==> src/dmac_cfg.svh <==
// constants of the multiply-accumulate slice: widths, register map, field positions, resets
// assumes inclusion by bare name from the package and the design modules
//
// Summary of operation
// [RULE1] single-product mode adds operand x0 times y0 to the running sum
// [RULE2] output accumulator always present; input and pipeline stages each bypassable
// [RULE3] init input loads the start value instead of the previous sum
// [RULE4] overflow flag is registered on the same edge as the sum
// [RULE5] dual-product mode adds both products to the running sum in one step
// [RULE6] with dynamic operation the add/subtract input may change every cycle
// [RULE7] with dynamic operation an input picks parallel load or shift load
// [RULE8] each operand register loads from its port or the preceding cascade register
// [RULE9] accumulation runs at 9-bit or 18-bit operands, never at 36-bit
// [RULE10] the accumulate unit works on 54-bit values
// [RULE11] multipliers form half a 36x36, two 18x18 or four 9x9
// [RULE12] overflow sets when the signed sum leaves range, clears on init
// [RULE13] all stages hold while clock enable low and clear on reset
`ifndef DMAC_CFG_SVH
`define DMAC_CFG_SVH

// =========================================
// datapath widths
`define DMAC_OP_W 18
`define DMAC_ACC_W 54
`define DMAC_BUS_W 32

// =========================================
// register map, byte addresses
`define DMAC_ADDR_W 5
`define DMAC_REG_CTRL 5'h00
`define DMAC_REG_STATUS 5'h04
`define DMAC_REG_INT_STS 5'h08
`define DMAC_REG_INT_MASK 5'h0c
`define DMAC_REG_ACC_LO 5'h10
`define DMAC_REG_ACC_HI 5'h14

// =========================================
// control register fields
`define DMAC_CTRL_W 9
`define DMAC_CTRL_MODE_LSB 0
`define DMAC_CTRL_MODE_MSB 1
`define DMAC_CTRL_MCFG_LSB 2
`define DMAC_CTRL_MCFG_MSB 3
`define DMAC_CTRL_IN_EN 4
`define DMAC_CTRL_PIPE_EN 5
`define DMAC_CTRL_DYN 6
`define DMAC_CTRL_SUB 7
`define DMAC_CTRL_SHIFT 8
`define DMAC_CTRL_RESET 9'h035

// =========================================
// events and status
`define DMAC_EV_W 2
`define DMAC_EV_OVF 0
`define DMAC_EV_INIT 1
`define DMAC_EV_RESET 2'h0
`define DMAC_STATUS_OVF 0

`endif

==> src/dmac_pkg.sv <==
// types shared by the multiply-accumulate slice
// assumes dmac_cfg.svh sits in the include path
`include "dmac_cfg.svh"

package dmac_pkg;
   // accumulate modes
   typedef enum logic [1:0] {
      DMAC_MULT,
      DMAC_MAC,
      DMAC_DUAL_PRODUCT_ACCUMULATE
   } dmac_mode_e;

   // multiplier arrangement
   typedef enum logic [1:0] {
      DMAC_HALF36,
      DMAC_DUAL18,
      DMAC_QUAD9
   } dmac_mcfg_e;
endpackage

==> src/dmac_mult_if.sv <==
// operand and product bundle between the slice and its multiplier array
// assumes dmac_pkg compiled first
`timescale 1ns/1ps
`default_nettype none
`include "dmac_cfg.svh"

interface dmac_mult_if import dmac_pkg::*; #(
   parameter int OP_W = `DMAC_OP_W
);
   logic signed [OP_W-1:0] x0;
   logic signed [OP_W-1:0] y0;
   logic signed [OP_W-1:0] x1;
   logic signed [OP_W-1:0] y1;
   dmac_mcfg_e cfg;
   logic signed [2*OP_W-1:0] p0;
   logic signed [2*OP_W-1:0] p1;
   logic signed [3*OP_W-1:0] wide;

   modport src (output x0, output y0, output x1, output y1, output cfg,
                input p0, input p1, input wide);
   modport mul (input x0, input y0, input x1, input y1, input cfg,
                output p0, output p1, output wide);
endinterface

`default_nettype wire

==> src/dmac_mult.sv <==
// combinational multiplier array of the slice
// assumes operands arrive signed; the caller registers the products
`timescale 1ns/1ps
`default_nettype none
`include "dmac_cfg.svh"

module dmac_mult import dmac_pkg::*; #(
   parameter int OP_W = `DMAC_OP_W
) (
   dmac_mult_if.mul m
);
   localparam int H = OP_W / 2;

   logic signed [2*H-1:0] lane [4];

   // =========================================
   // four narrow lanes
   genvar i;
   for (i = 0; i < 4; i++) begin : g_lane
      logic [OP_W-1:0] ax;
      logic [OP_W-1:0] by;
      assign ax = (i < 2) ? m.x0 : m.x1;
      assign by = (i < 2) ? m.y0 : m.y1;
      assign lane[i] = $signed(ax[(i%2)*H +: H]) * $signed(by[(i%2)*H +: H]);
   end

   // =========================================
   // arrangement select
   always_comb begin
      m.p0 = '0;
      m.p1 = '0;
      m.wide = '0;
      case (m.cfg)
         DMAC_DUAL18: begin // RULE11
            m.p0 = m.x0 * m.y0;
            m.p1 = m.x1 * m.y1;
         end
         DMAC_QUAD9: begin // RULE11
            m.p0 = {lane[1], lane[0]};
            m.p1 = {lane[3], lane[2]};
         end
         DMAC_HALF36: begin
            // upper half of a 36x36: 36-bit x times one 18-bit y
            m.wide = $signed({m.x1, m.x0}) * m.y0; // RULE11
         end
         default: begin
            m.p0 = '0;
         end
      endcase
   end
endmodule // dmac_mult

`default_nettype wire

==> src/dmac_slice.sv <==
// multiply-accumulate slice: operand stage, multipliers, pipeline stage, accumulator
// assumes one clock, synchronous active-low reset, Avalon-MM master for settings
`timescale 1ns/1ps
`default_nettype none
`include "dmac_cfg.svh"

module dmac_slice import dmac_pkg::*; #(
   parameter int OP_W = `DMAC_OP_W,
   parameter int ACC_W = `DMAC_ACC_W
) (
   input wire logic clk,
   input wire logic rst_b,
   input wire logic ce,
   input wire logic [`DMAC_ADDR_W-1:0] avs_address,
   input wire logic avs_read,
   input wire logic avs_write,
   input wire logic [`DMAC_BUS_W-1:0] avs_writedata,
   output logic [`DMAC_BUS_W-1:0] avs_readdata,
   output logic avs_waitrequest,
   input wire logic signed [OP_W-1:0] mult0_operand_x,
   input wire logic signed [OP_W-1:0] mult0_operand_y,
   input wire logic signed [OP_W-1:0] mult1_operand_x,
   input wire logic signed [OP_W-1:0] mult1_operand_y,
   input wire logic [OP_W-1:0] casc_x0_in,
   input wire logic [OP_W-1:0] casc_y0_in,
   input wire logic [OP_W-1:0] casc_x1_in,
   input wire logic [OP_W-1:0] casc_y1_in,
   output logic [OP_W-1:0] casc_x0_out,
   output logic [OP_W-1:0] casc_y0_out,
   output logic [OP_W-1:0] casc_x1_out,
   output logic [OP_W-1:0] casc_y1_out,
   input wire logic product_add_sub,
   input wire logic load_shift_sel,
   input wire logic acc_init,
   input wire logic signed [ACC_W-1:0] acc_start,
   output logic signed [ACC_W-1:0] acc_out,
   output logic acc_overflow,
   output logic irq
);
   localparam int EW = ACC_W + 2;
   localparam int H = OP_W / 2;

   // =========================================
   // settings
   logic [`DMAC_CTRL_W-1:0] ctrl;
   logic [`DMAC_EV_W-1:0] int_sts;
   logic [`DMAC_EV_W-1:0] int_mask;
   dmac_mode_e mode;
   dmac_mcfg_e mcfg;
   logic in_en;
   logic pipe_en;
   logic eff_sub;
   logic eff_shift;

   assign mode = dmac_mode_e'(ctrl[`DMAC_CTRL_MODE_MSB:`DMAC_CTRL_MODE_LSB]);
   assign mcfg = dmac_mcfg_e'(ctrl[`DMAC_CTRL_MCFG_MSB:`DMAC_CTRL_MCFG_LSB]);
   assign in_en = ctrl[`DMAC_CTRL_IN_EN]; // RULE2
   assign pipe_en = ctrl[`DMAC_CTRL_PIPE_EN]; // RULE2
   // dynamic operation hands add/sub and load method to the fabric
   assign eff_sub = ctrl[`DMAC_CTRL_DYN] ? product_add_sub : ctrl[`DMAC_CTRL_SUB]; // RULE6
   assign eff_shift = ctrl[`DMAC_CTRL_DYN] ? load_shift_sel : ctrl[`DMAC_CTRL_SHIFT]; // RULE7

   // =========================================
   // bus slave: one wait cycle for every access
   logic wr_go;
   logic [`DMAC_BUS_W-1:0] rd_mux;
   logic [63:0] acc64;
   logic [`DMAC_CTRL_W-1:0] next_ctrl;
   logic [`DMAC_EV_W-1:0] ev;
   logic [`DMAC_EV_W-1:0] clr;

   assign wr_go = ce && avs_write && !avs_waitrequest;
   assign acc64 = 64'(acc_out);

   always_comb begin
      rd_mux = '0;
      case (avs_address)
         `DMAC_REG_CTRL: rd_mux = 32'(ctrl);
         `DMAC_REG_STATUS: rd_mux[`DMAC_STATUS_OVF] = acc_overflow;
         `DMAC_REG_INT_STS: rd_mux = 32'(int_sts);
         `DMAC_REG_INT_MASK: rd_mux = 32'(int_mask);
         `DMAC_REG_ACC_LO: rd_mux = acc64[31:0];
         `DMAC_REG_ACC_HI: rd_mux = acc64[63:32];
         default: rd_mux = '0;
      endcase
   end

   always_ff @(posedge clk) begin
      if (!rst_b) begin
         avs_waitrequest <= 1'b1;
         avs_readdata <= '0;
      end else if (ce) begin
         if (!avs_waitrequest) begin
            avs_waitrequest <= 1'b1;
         end else if (avs_read || avs_write) begin
            avs_waitrequest <= 1'b0;
            avs_readdata <= rd_mux;
         end
      end
   end

   always_comb begin
      next_ctrl = avs_writedata[`DMAC_CTRL_W-1:0];
      // wide operands cannot accumulate; fall back to two medium multipliers
      if (next_ctrl[`DMAC_CTRL_MODE_MSB:`DMAC_CTRL_MODE_LSB] != DMAC_MULT &&
          next_ctrl[`DMAC_CTRL_MCFG_MSB:`DMAC_CTRL_MCFG_LSB] == DMAC_HALF36) begin // RULE9
         next_ctrl[`DMAC_CTRL_MCFG_MSB:`DMAC_CTRL_MCFG_LSB] = DMAC_DUAL18;
      end
   end

   always_ff @(posedge clk) begin
      if (!rst_b) begin
         ctrl <= `DMAC_CTRL_RESET;
         int_mask <= '0;
      end else if (wr_go) begin
         if (avs_address == `DMAC_REG_CTRL) begin
            ctrl <= next_ctrl;
         end
         if (avs_address == `DMAC_REG_INT_MASK) begin
            int_mask <= avs_writedata[`DMAC_EV_W-1:0];
         end
      end
   end

   assign clr = (wr_go && avs_address == `DMAC_REG_INT_STS) ?
                avs_writedata[`DMAC_EV_W-1:0] : '0;

   // a new event outranks a clear in the same cycle
   always_ff @(posedge clk) begin
      if (!rst_b) begin
         int_sts <= `DMAC_EV_RESET;
         irq <= 1'b0;
      end else if (ce) begin
         int_sts <= (int_sts & ~clr) | ev;
         irq <= |(int_sts & int_mask);
      end
   end

   // =========================================
   // operand stage with cascade shift
   logic [OP_W-1:0] op_port [4];
   logic [OP_W-1:0] op_casc [4];
   logic [OP_W-1:0] op_q [4];
   logic [OP_W-1:0] op_a [4];

   assign op_port[0] = mult0_operand_x;
   assign op_port[1] = mult0_operand_y;
   assign op_port[2] = mult1_operand_x;
   assign op_port[3] = mult1_operand_y;
   assign op_casc[0] = casc_x0_in;
   assign op_casc[1] = casc_y0_in;
   assign op_casc[2] = casc_x1_in;
   assign op_casc[3] = casc_y1_in;

   genvar i;
   for (i = 0; i < 4; i++) begin : g_op
      always_ff @(posedge clk) begin
         if (!rst_b) begin
            op_q[i] <= '0; // RULE13
         end else if (ce) begin
            op_q[i] <= eff_shift ? op_casc[i] : op_port[i]; // RULE8
         end
      end
      // bypassed stage feeds the port straight through
      assign op_a[i] = in_en ? op_q[i] : op_port[i]; // RULE2
   end

   assign casc_x0_out = op_q[0];
   assign casc_y0_out = op_q[1];
   assign casc_x1_out = op_q[2];
   assign casc_y1_out = op_q[3];

   // controls travel with their operands so each product meets its own op
   logic sub_q;
   logic init_q;
   logic signed [ACC_W-1:0] start_q;
   logic sub_a;
   logic init_a;
   logic signed [ACC_W-1:0] start_a;

   always_ff @(posedge clk) begin
      if (!rst_b) begin
         sub_q <= 1'b0;
         init_q <= 1'b0;
         start_q <= '0;
      end else if (ce) begin
         sub_q <= eff_sub;
         init_q <= acc_init;
         start_q <= acc_start;
      end
   end

   assign sub_a = in_en ? sub_q : eff_sub;
   assign init_a = in_en ? init_q : acc_init;
   assign start_a = in_en ? start_q : acc_start;

   // =========================================
   // multipliers
   dmac_mult_if #(.OP_W(OP_W)) mif ();

   assign mif.x0 = op_a[0];
   assign mif.y0 = op_a[1];
   assign mif.x1 = op_a[2];
   assign mif.y1 = op_a[3];
   assign mif.cfg = mcfg;

   dmac_mult #(.OP_W(OP_W)) u_mult (
      .m(mif.mul)
   );

   // =========================================
   // pipeline stage
   logic signed [2*OP_W-1:0] p0_q;
   logic signed [2*OP_W-1:0] p1_q;
   logic signed [3*OP_W-1:0] wide_q;
   logic sub_pq;
   logic init_pq;
   logic signed [ACC_W-1:0] start_pq;
   logic signed [2*OP_W-1:0] p0_b;
   logic signed [2*OP_W-1:0] p1_b;
   logic signed [3*OP_W-1:0] wide_b;
   logic sub_b;
   logic init_b;
   logic signed [ACC_W-1:0] start_b;

   always_ff @(posedge clk) begin
      if (!rst_b) begin
         p0_q <= '0;
         p1_q <= '0;
         wide_q <= '0;
         sub_pq <= 1'b0;
         init_pq <= 1'b0;
         start_pq <= '0;
      end else if (ce) begin
         p0_q <= mif.p0;
         p1_q <= mif.p1;
         wide_q <= mif.wide;
         sub_pq <= sub_a;
         init_pq <= init_a;
         start_pq <= start_a;
      end
   end

   assign p0_b = pipe_en ? p0_q : mif.p0; // RULE2
   assign p1_b = pipe_en ? p1_q : mif.p1;
   assign wide_b = pipe_en ? wide_q : mif.wide;
   assign sub_b = pipe_en ? sub_pq : sub_a;
   assign init_b = pipe_en ? init_pq : init_a;
   assign start_b = pipe_en ? start_pq : start_a;

   // =========================================
   // accumulator, two guard bits above the 54-bit value
   logic signed [EW-1:0] t0;
   logic signed [EW-1:0] t1;
   logic signed [EW-1:0] term;
   logic signed [EW-1:0] base;
   logic signed [EW-1:0] sum;
   logic ovf_now;
   logic signed [ACC_W-1:0] next_acc;
   logic next_ovf;

   always_comb begin
      if (mcfg == DMAC_QUAD9) begin // RULE9
         t0 = EW'($signed(p0_b[2*H-1:0]));
         t1 = EW'($signed(p1_b[2*H-1:0]));
      end else begin
         t0 = EW'(p0_b);
         t1 = EW'(p1_b);
      end
      term = (mode == DMAC_DUAL_PRODUCT_ACCUMULATE) ? t0 + t1 : t0; // RULE1 RULE5
      base = init_b ? EW'(start_b) : EW'(acc_out); // RULE3
      sum = sub_b ? base - term : base + term; // RULE6 RULE10
      ovf_now = !(&sum[EW-1:ACC_W-1] || !(|sum[EW-1:ACC_W-1])); // RULE12
   end

   always_comb begin
      next_acc = sum[ACC_W-1:0];
      next_ovf = ovf_now || (acc_overflow && !init_b); // RULE12
      if (mode == DMAC_MULT) begin
         next_ovf = 1'b0;
         case (mcfg)
            DMAC_HALF36: next_acc = ACC_W'(wide_b);
            DMAC_QUAD9: next_acc = ACC_W'({p1_b[2*H-1:0], p0_b});
            default: next_acc = ACC_W'(t0);
         endcase
      end
   end

   always_ff @(posedge clk) begin
      if (!rst_b) begin
         acc_out <= '0; // RULE13
         acc_overflow <= 1'b0;
      end else if (ce) begin
         acc_out <= next_acc; // RULE2
         acc_overflow <= next_ovf; // RULE4
      end
   end

   // the interrupt flag fires only on the cycle the overflow first appears
   assign ev[`DMAC_EV_OVF] = ce && next_ovf && !acc_overflow;
   assign ev[`DMAC_EV_INIT] = ce && init_b && mode != DMAC_MULT;
endmodule // dmac_slice

`default_nettype wire

==> config.mk <==
export PLATFORM = sky130hd
export DESIGN_NAME = dmac_slice
export DESIGN_NICKNAME = d
export VERILOG_FILES = /design/src/dmac_pkg.sv /design/src/dmac_mult_if.sv /design/src/dmac_mult.sv /design/src/dmac_slice.sv
export VERILOG_INCLUDE_DIRS = /design/src
export SDC_FILE = /design/constraint.sdc
export NUM_CORES = 2
export LEC_CHECK = 0
export ABC_AREA = 1
export BUFFER_PORTS_ARGS = -buffer_cell sky130_fd_sc_hd__buf_2
export CORE_MARGIN = 8
export CORE_UTILIZATION = 55
export DETAILED_ROUTE_END_ITERATION = 10
export PLACE_DENSITY = 0.83
export REMOVE_ABC_BUFFERS = 1
export SLEW_MARGIN = 20
export SYNTH_ARGS = -nofsm -noshare
export SYNTH_HDL_FRONTEND = slang
export SYNTH_SLANG_ARGS = --single-unit
==> constraint.sdc <==
create_clock -name clk -period 11.6 [get_ports clk]
set_clock_uncertainty 0.2 [all_clocks]
set_input_delay 1.74 -clock clk [delete_from_list [all_inputs] [get_ports clk]]
set_output_delay 1.74 -clock clk [all_outputs]
set_load 0.03 [all_outputs]
==> impl_results.md <==
* Top Layer Used: met5
* Top-area cell type share of the netlist area at 0.333
* Worst setup path start: mult0_operand_y[3]
* Placement Setup Slack at -1.99 ns
* Startpoint types: input port
* Vias in the first global route at 78700
* Distinct cell type count after synthesis at 63
* Reg-to-reg startpoint: ctrl[4]$_SDFFE_PN1P_
* Root Buffer Master: clkbuf_16
* Routed WL per cell at 21.8 um
* Skew-Pair Late Insertion Delay at about 0.71 ns
* Synth Warn # at 0
* WP depth at roughly 70
* Synthesis-to-finish area growth at 31.4%
* FF-to-FF End: acc_overflow$_SDFFE_PN0P_
* Via count at 75600
* Residual DRC at 0
* Core box area at 0.131 mm2
* HP Class: flip-flop to flip-flop
* Grt ovf at 0
* Post-Synth Adder-Cell Area at 0.415
* IO buf count at 380
* Layout filler cell count at 9903
* Data required, critical path at 11.94 ns
* Synth Area in XOR/XNOR at 0.0165
* Setup Crit Path Kind: input port to flip-flop
* Final setup TNS at -4.19 ns
* Asr flop ratio synth at 0
* All-Layer GR Usage at 0.385
* Fmax at 82.5 MHz
* Crit path largest cell delay at 0.60 ns
* Max_slew headroom at 0.122
* H-tree Lvls at 2
* Sequential standard cell area at 0.00898 mm2
* Worst-case clock buffer depth at 3
* Detailed Route WL at between 200 and 300 mm
* Reg2Reg Setup Slack at -0.36 ns
* Hpwl dp at between 200 and 250 mm
* Num CTS Buffers at 52
* Initial core utilization at 0.554
* Post-synth EDFFs at 72
* Outcome: complete, but fails checks
* Power per Cell Area at 214 mW/mm2
* Die Span X at 380 um
* Compound-gate portion of the synthesized area at 0.131
* Final Cycle Share at 1.04
* Mux cell area share after synthesis at 0.000137
* Top cells by area, synth: fa_1, inv_1, nand2_1
* Final setup violation count at 20
* Layout Nets at 13500
* Die Y at 380 um
* TritonCTS clock tree: yes
* CTS clk-pin slew, worst paths at around 0.060 ns
* Synthesized area per cell at between 7 and 8 um2
* Most frequent CP cell: nand2_2
* Critical path capture point type: flip-flop
* Non-Filler Instances at 13300
* Post-synth top flop: dfxtp_1
* Max-slew violations at 0
* Largest net degree at the start of global routing at 158
* Slowest cell on crit path: fa_2
* Area of the multi-input gates at 0.0584 mm2
* WP buf/inv at 13
* DR iter-0 viols at 8152
* Post-Synth Simple-Gate Area at 0.183
* Worst Reg2Reg Path Length in Cells at 74
* Die area at 0.144 mm2
* Antenna viol nets, final at 0
* Final Hold Vio Count at 0
* RSZ-0062 raised after global routing: true
* Crit path time final at 12.11 ns
* Failing checks: negative setup slack
* Synthesized area at 0.0729 mm2
* Util after Layout at 0.728
* First-pass DRT Iterations at 7
* Final Wtd Congestion at 1.04
* Final WS setup at -0.515 ns
* Max Cap Violations at 0
* First-pass GRT wire length at roughly 440 mm
* Peak VDD IR at 0.195 mV
* Top delay family on crit path: adder cells
* Sequential fraction of the synthesis area at 0.123
* Largest family of logic cells by synthesized area: adder cells
* Vias per Instance at 5.67
* Initial antenna violation count at 6
* CP max FO at 6
* Critical Path End: acc_overflow$_SDFFE_PN0P_
* DR WL met2 at 134 mm
* M1 wire length at 102 mm
* Detail Route met3 WL at between 30 and 40 mm
* Clock Sinks at 412
* Largest area contributor in the netlist: fa_1
* IO Count at 404
* CP arrival at 12.46 ns
* Cell count after synthesis at about 9800
* Inst Count DP at 13000
* Row count at 133
* LEAKAGE at 0.0479 uW
* Layout cells sized above 1 at 0.272
* Post-synthesis sequential element count at 412
* Tightest Pin Transition at 1.30 ns
[cells in the final DEF, fill, tap and decap left out, types with 207 or more instances in the layout]
master	Yosys	routed
buf_2	10	378
buf_4	2	1555
nand2_1	2004	1801
ha_1	476	399
nand3_1	249	207
dfxtp_1	340	338
fa_1	1212	1176
nor2_1	769	685
o21ai_0	760	642
inv_1	2119	2035
a21oi_1	547	456
[sequential cells by signal, indices dropped and copies added, names as in the netlist, 2 cells and up]
register	count
avs_readdata	32
ctrl	9
int_sts	2
op_q	72
wide_q	54
start_pq	54
p0_q	36
start_q	54
p1_q	36
int_mask	2
acc_out	54
[worst min path at each step]
| stage | start | endpoint | slack (ns) | depth (start not counted) |
|---|---|---|---|---|
| finish | wide_q[46]$_SDFFE_PN0P_ | wide_q[46]$_SDFFE_PN0P_ | 0.25 | 2 |
| global route | wide_q[46]$_SDFFE_PN0P_ | wide_q[46]$_SDFFE_PN0P_ | 0.27 | 2 |
| CTS | wide_q[46]$_SDFFE_PN0P_ | wide_q[46]$_SDFFE_PN0P_ | 0.26 | 2 |
| detailed placement | wide_q[53]$_SDFFE_PN0P_ | wide_q[53]$_SDFFE_PN0P_ | 0.24 | 2 |
| global placement | wide_q[32]$_SDFFE_PN0P_ | wide_q[32]$_SDFFE_PN0P_ | 0.23 | 2 |
| floorplan | p1_q[1]$_SDFFE_PN0P_ | p1_q[1]$_SDFFE_PN0P_ | 0.22 | 2 |
[routing by layer]
metal | track usage | up-vias
li1 | - | 33600
met1 | 0.448 | 36500
met2 | 0.635 | 4283
met3 | 0.0931 | 1318
met4 | 0.252 | 6
met5 | 0 | -
[cells by family (layout without fill, tap and decap cells)]
logic type,count (synthesis),count (layout)
AND/OR/NAND/NOR,3267,3268
buffers and inverters,2545,4355
AO/OA/AOI/OAI,1728,1728
adder cells (fa/ha/maj),1688,1688
flip-flops,412,412
XOR/XNOR,137,137
multiplexers,1,1
other,0,2
[where the power goes]
part | internal (uW) | switching (uW) | total (uW)
clock network | 1040 | 793 | 1840
registers | 1620 | 90.1 | 1710
logic | 7150 | 9830 | 17000
[tightest hold or removal path: cells and delay by family, from the launching register on]
family           cells  cell delay, ns
AND/OR/NAND/NOR      1            0.05
AO/OA/AOI/OAI        1            0.05
flip-flops           1            0.32
[final cells by class]
| class | count | area share |
|---|---|---|
| flip-flops and latches | 412 | 0.0938 |
| inverters | 2162 | 0.0858 |
| well taps | 1755 | 0.0229 |
| clock buffers | 73 | 0.0159 |
| multi-input cells | 6822 | 0.610 |
| repair buffers | 2095 | 0.168 |
| diodes | 2 | 0.0000523 |
| clock inverters | 25 | 0.00356 |
[what timing repair did]
action / in CTS / in global routing
pin swaps: 181 / 271
endpoints found under the setup margin: 32 / 32
gates cloned: 2 / 2
resized for setup: 467 / 677
setup buffers: 104 / 126
hold buffers: 0 / 0
[synth_stat cells, types with 5 or more instances]
master,instances
clkinv_1,21
a22o_1,10
a21boi_0,7
o21ai_1,67
nand3b_1,16
o211ai_1,71
nor3_1,26
nor2_1,769
xnor2_1,67
inv_2,22
nor2_4,7
a31oi_1,37
a32o_1,28
o31ai_1,10
clkbuf_1,330
nand2_1,2004
and2_1,6
nand4_1,26
fa_1,1212
ha_1,476
o21ai_0,760
o311ai_0,5
inv_1,2119
buf_1,37
nor2_2,12
xor2_1,70
o21a_1,17
or2_2,98
buf_2,10
edfxtp_1,72
o21bai_1,24
a21o_1,38
nor4_1,12
o21ai_2,5
a22oi_1,10
nand3_2,9
o221ai_1,6
dfxtp_1,340
a21oi_1,547
nand2_2,18
o22ai_1,63
nand3_1,249
[stage by stage]
stage                     power (uW)  hold slack, ns  cell area [um2]
after floorplan                 9970           0.223            71400
after global routing           22000           0.272            95700
after global placement         15700           0.235            87500
after CTS                      18900           0.256            92300
final                          20500           0.254            95700
after detailed placement       16100           0.240            87500
Power figures use the tool's default switching activity.
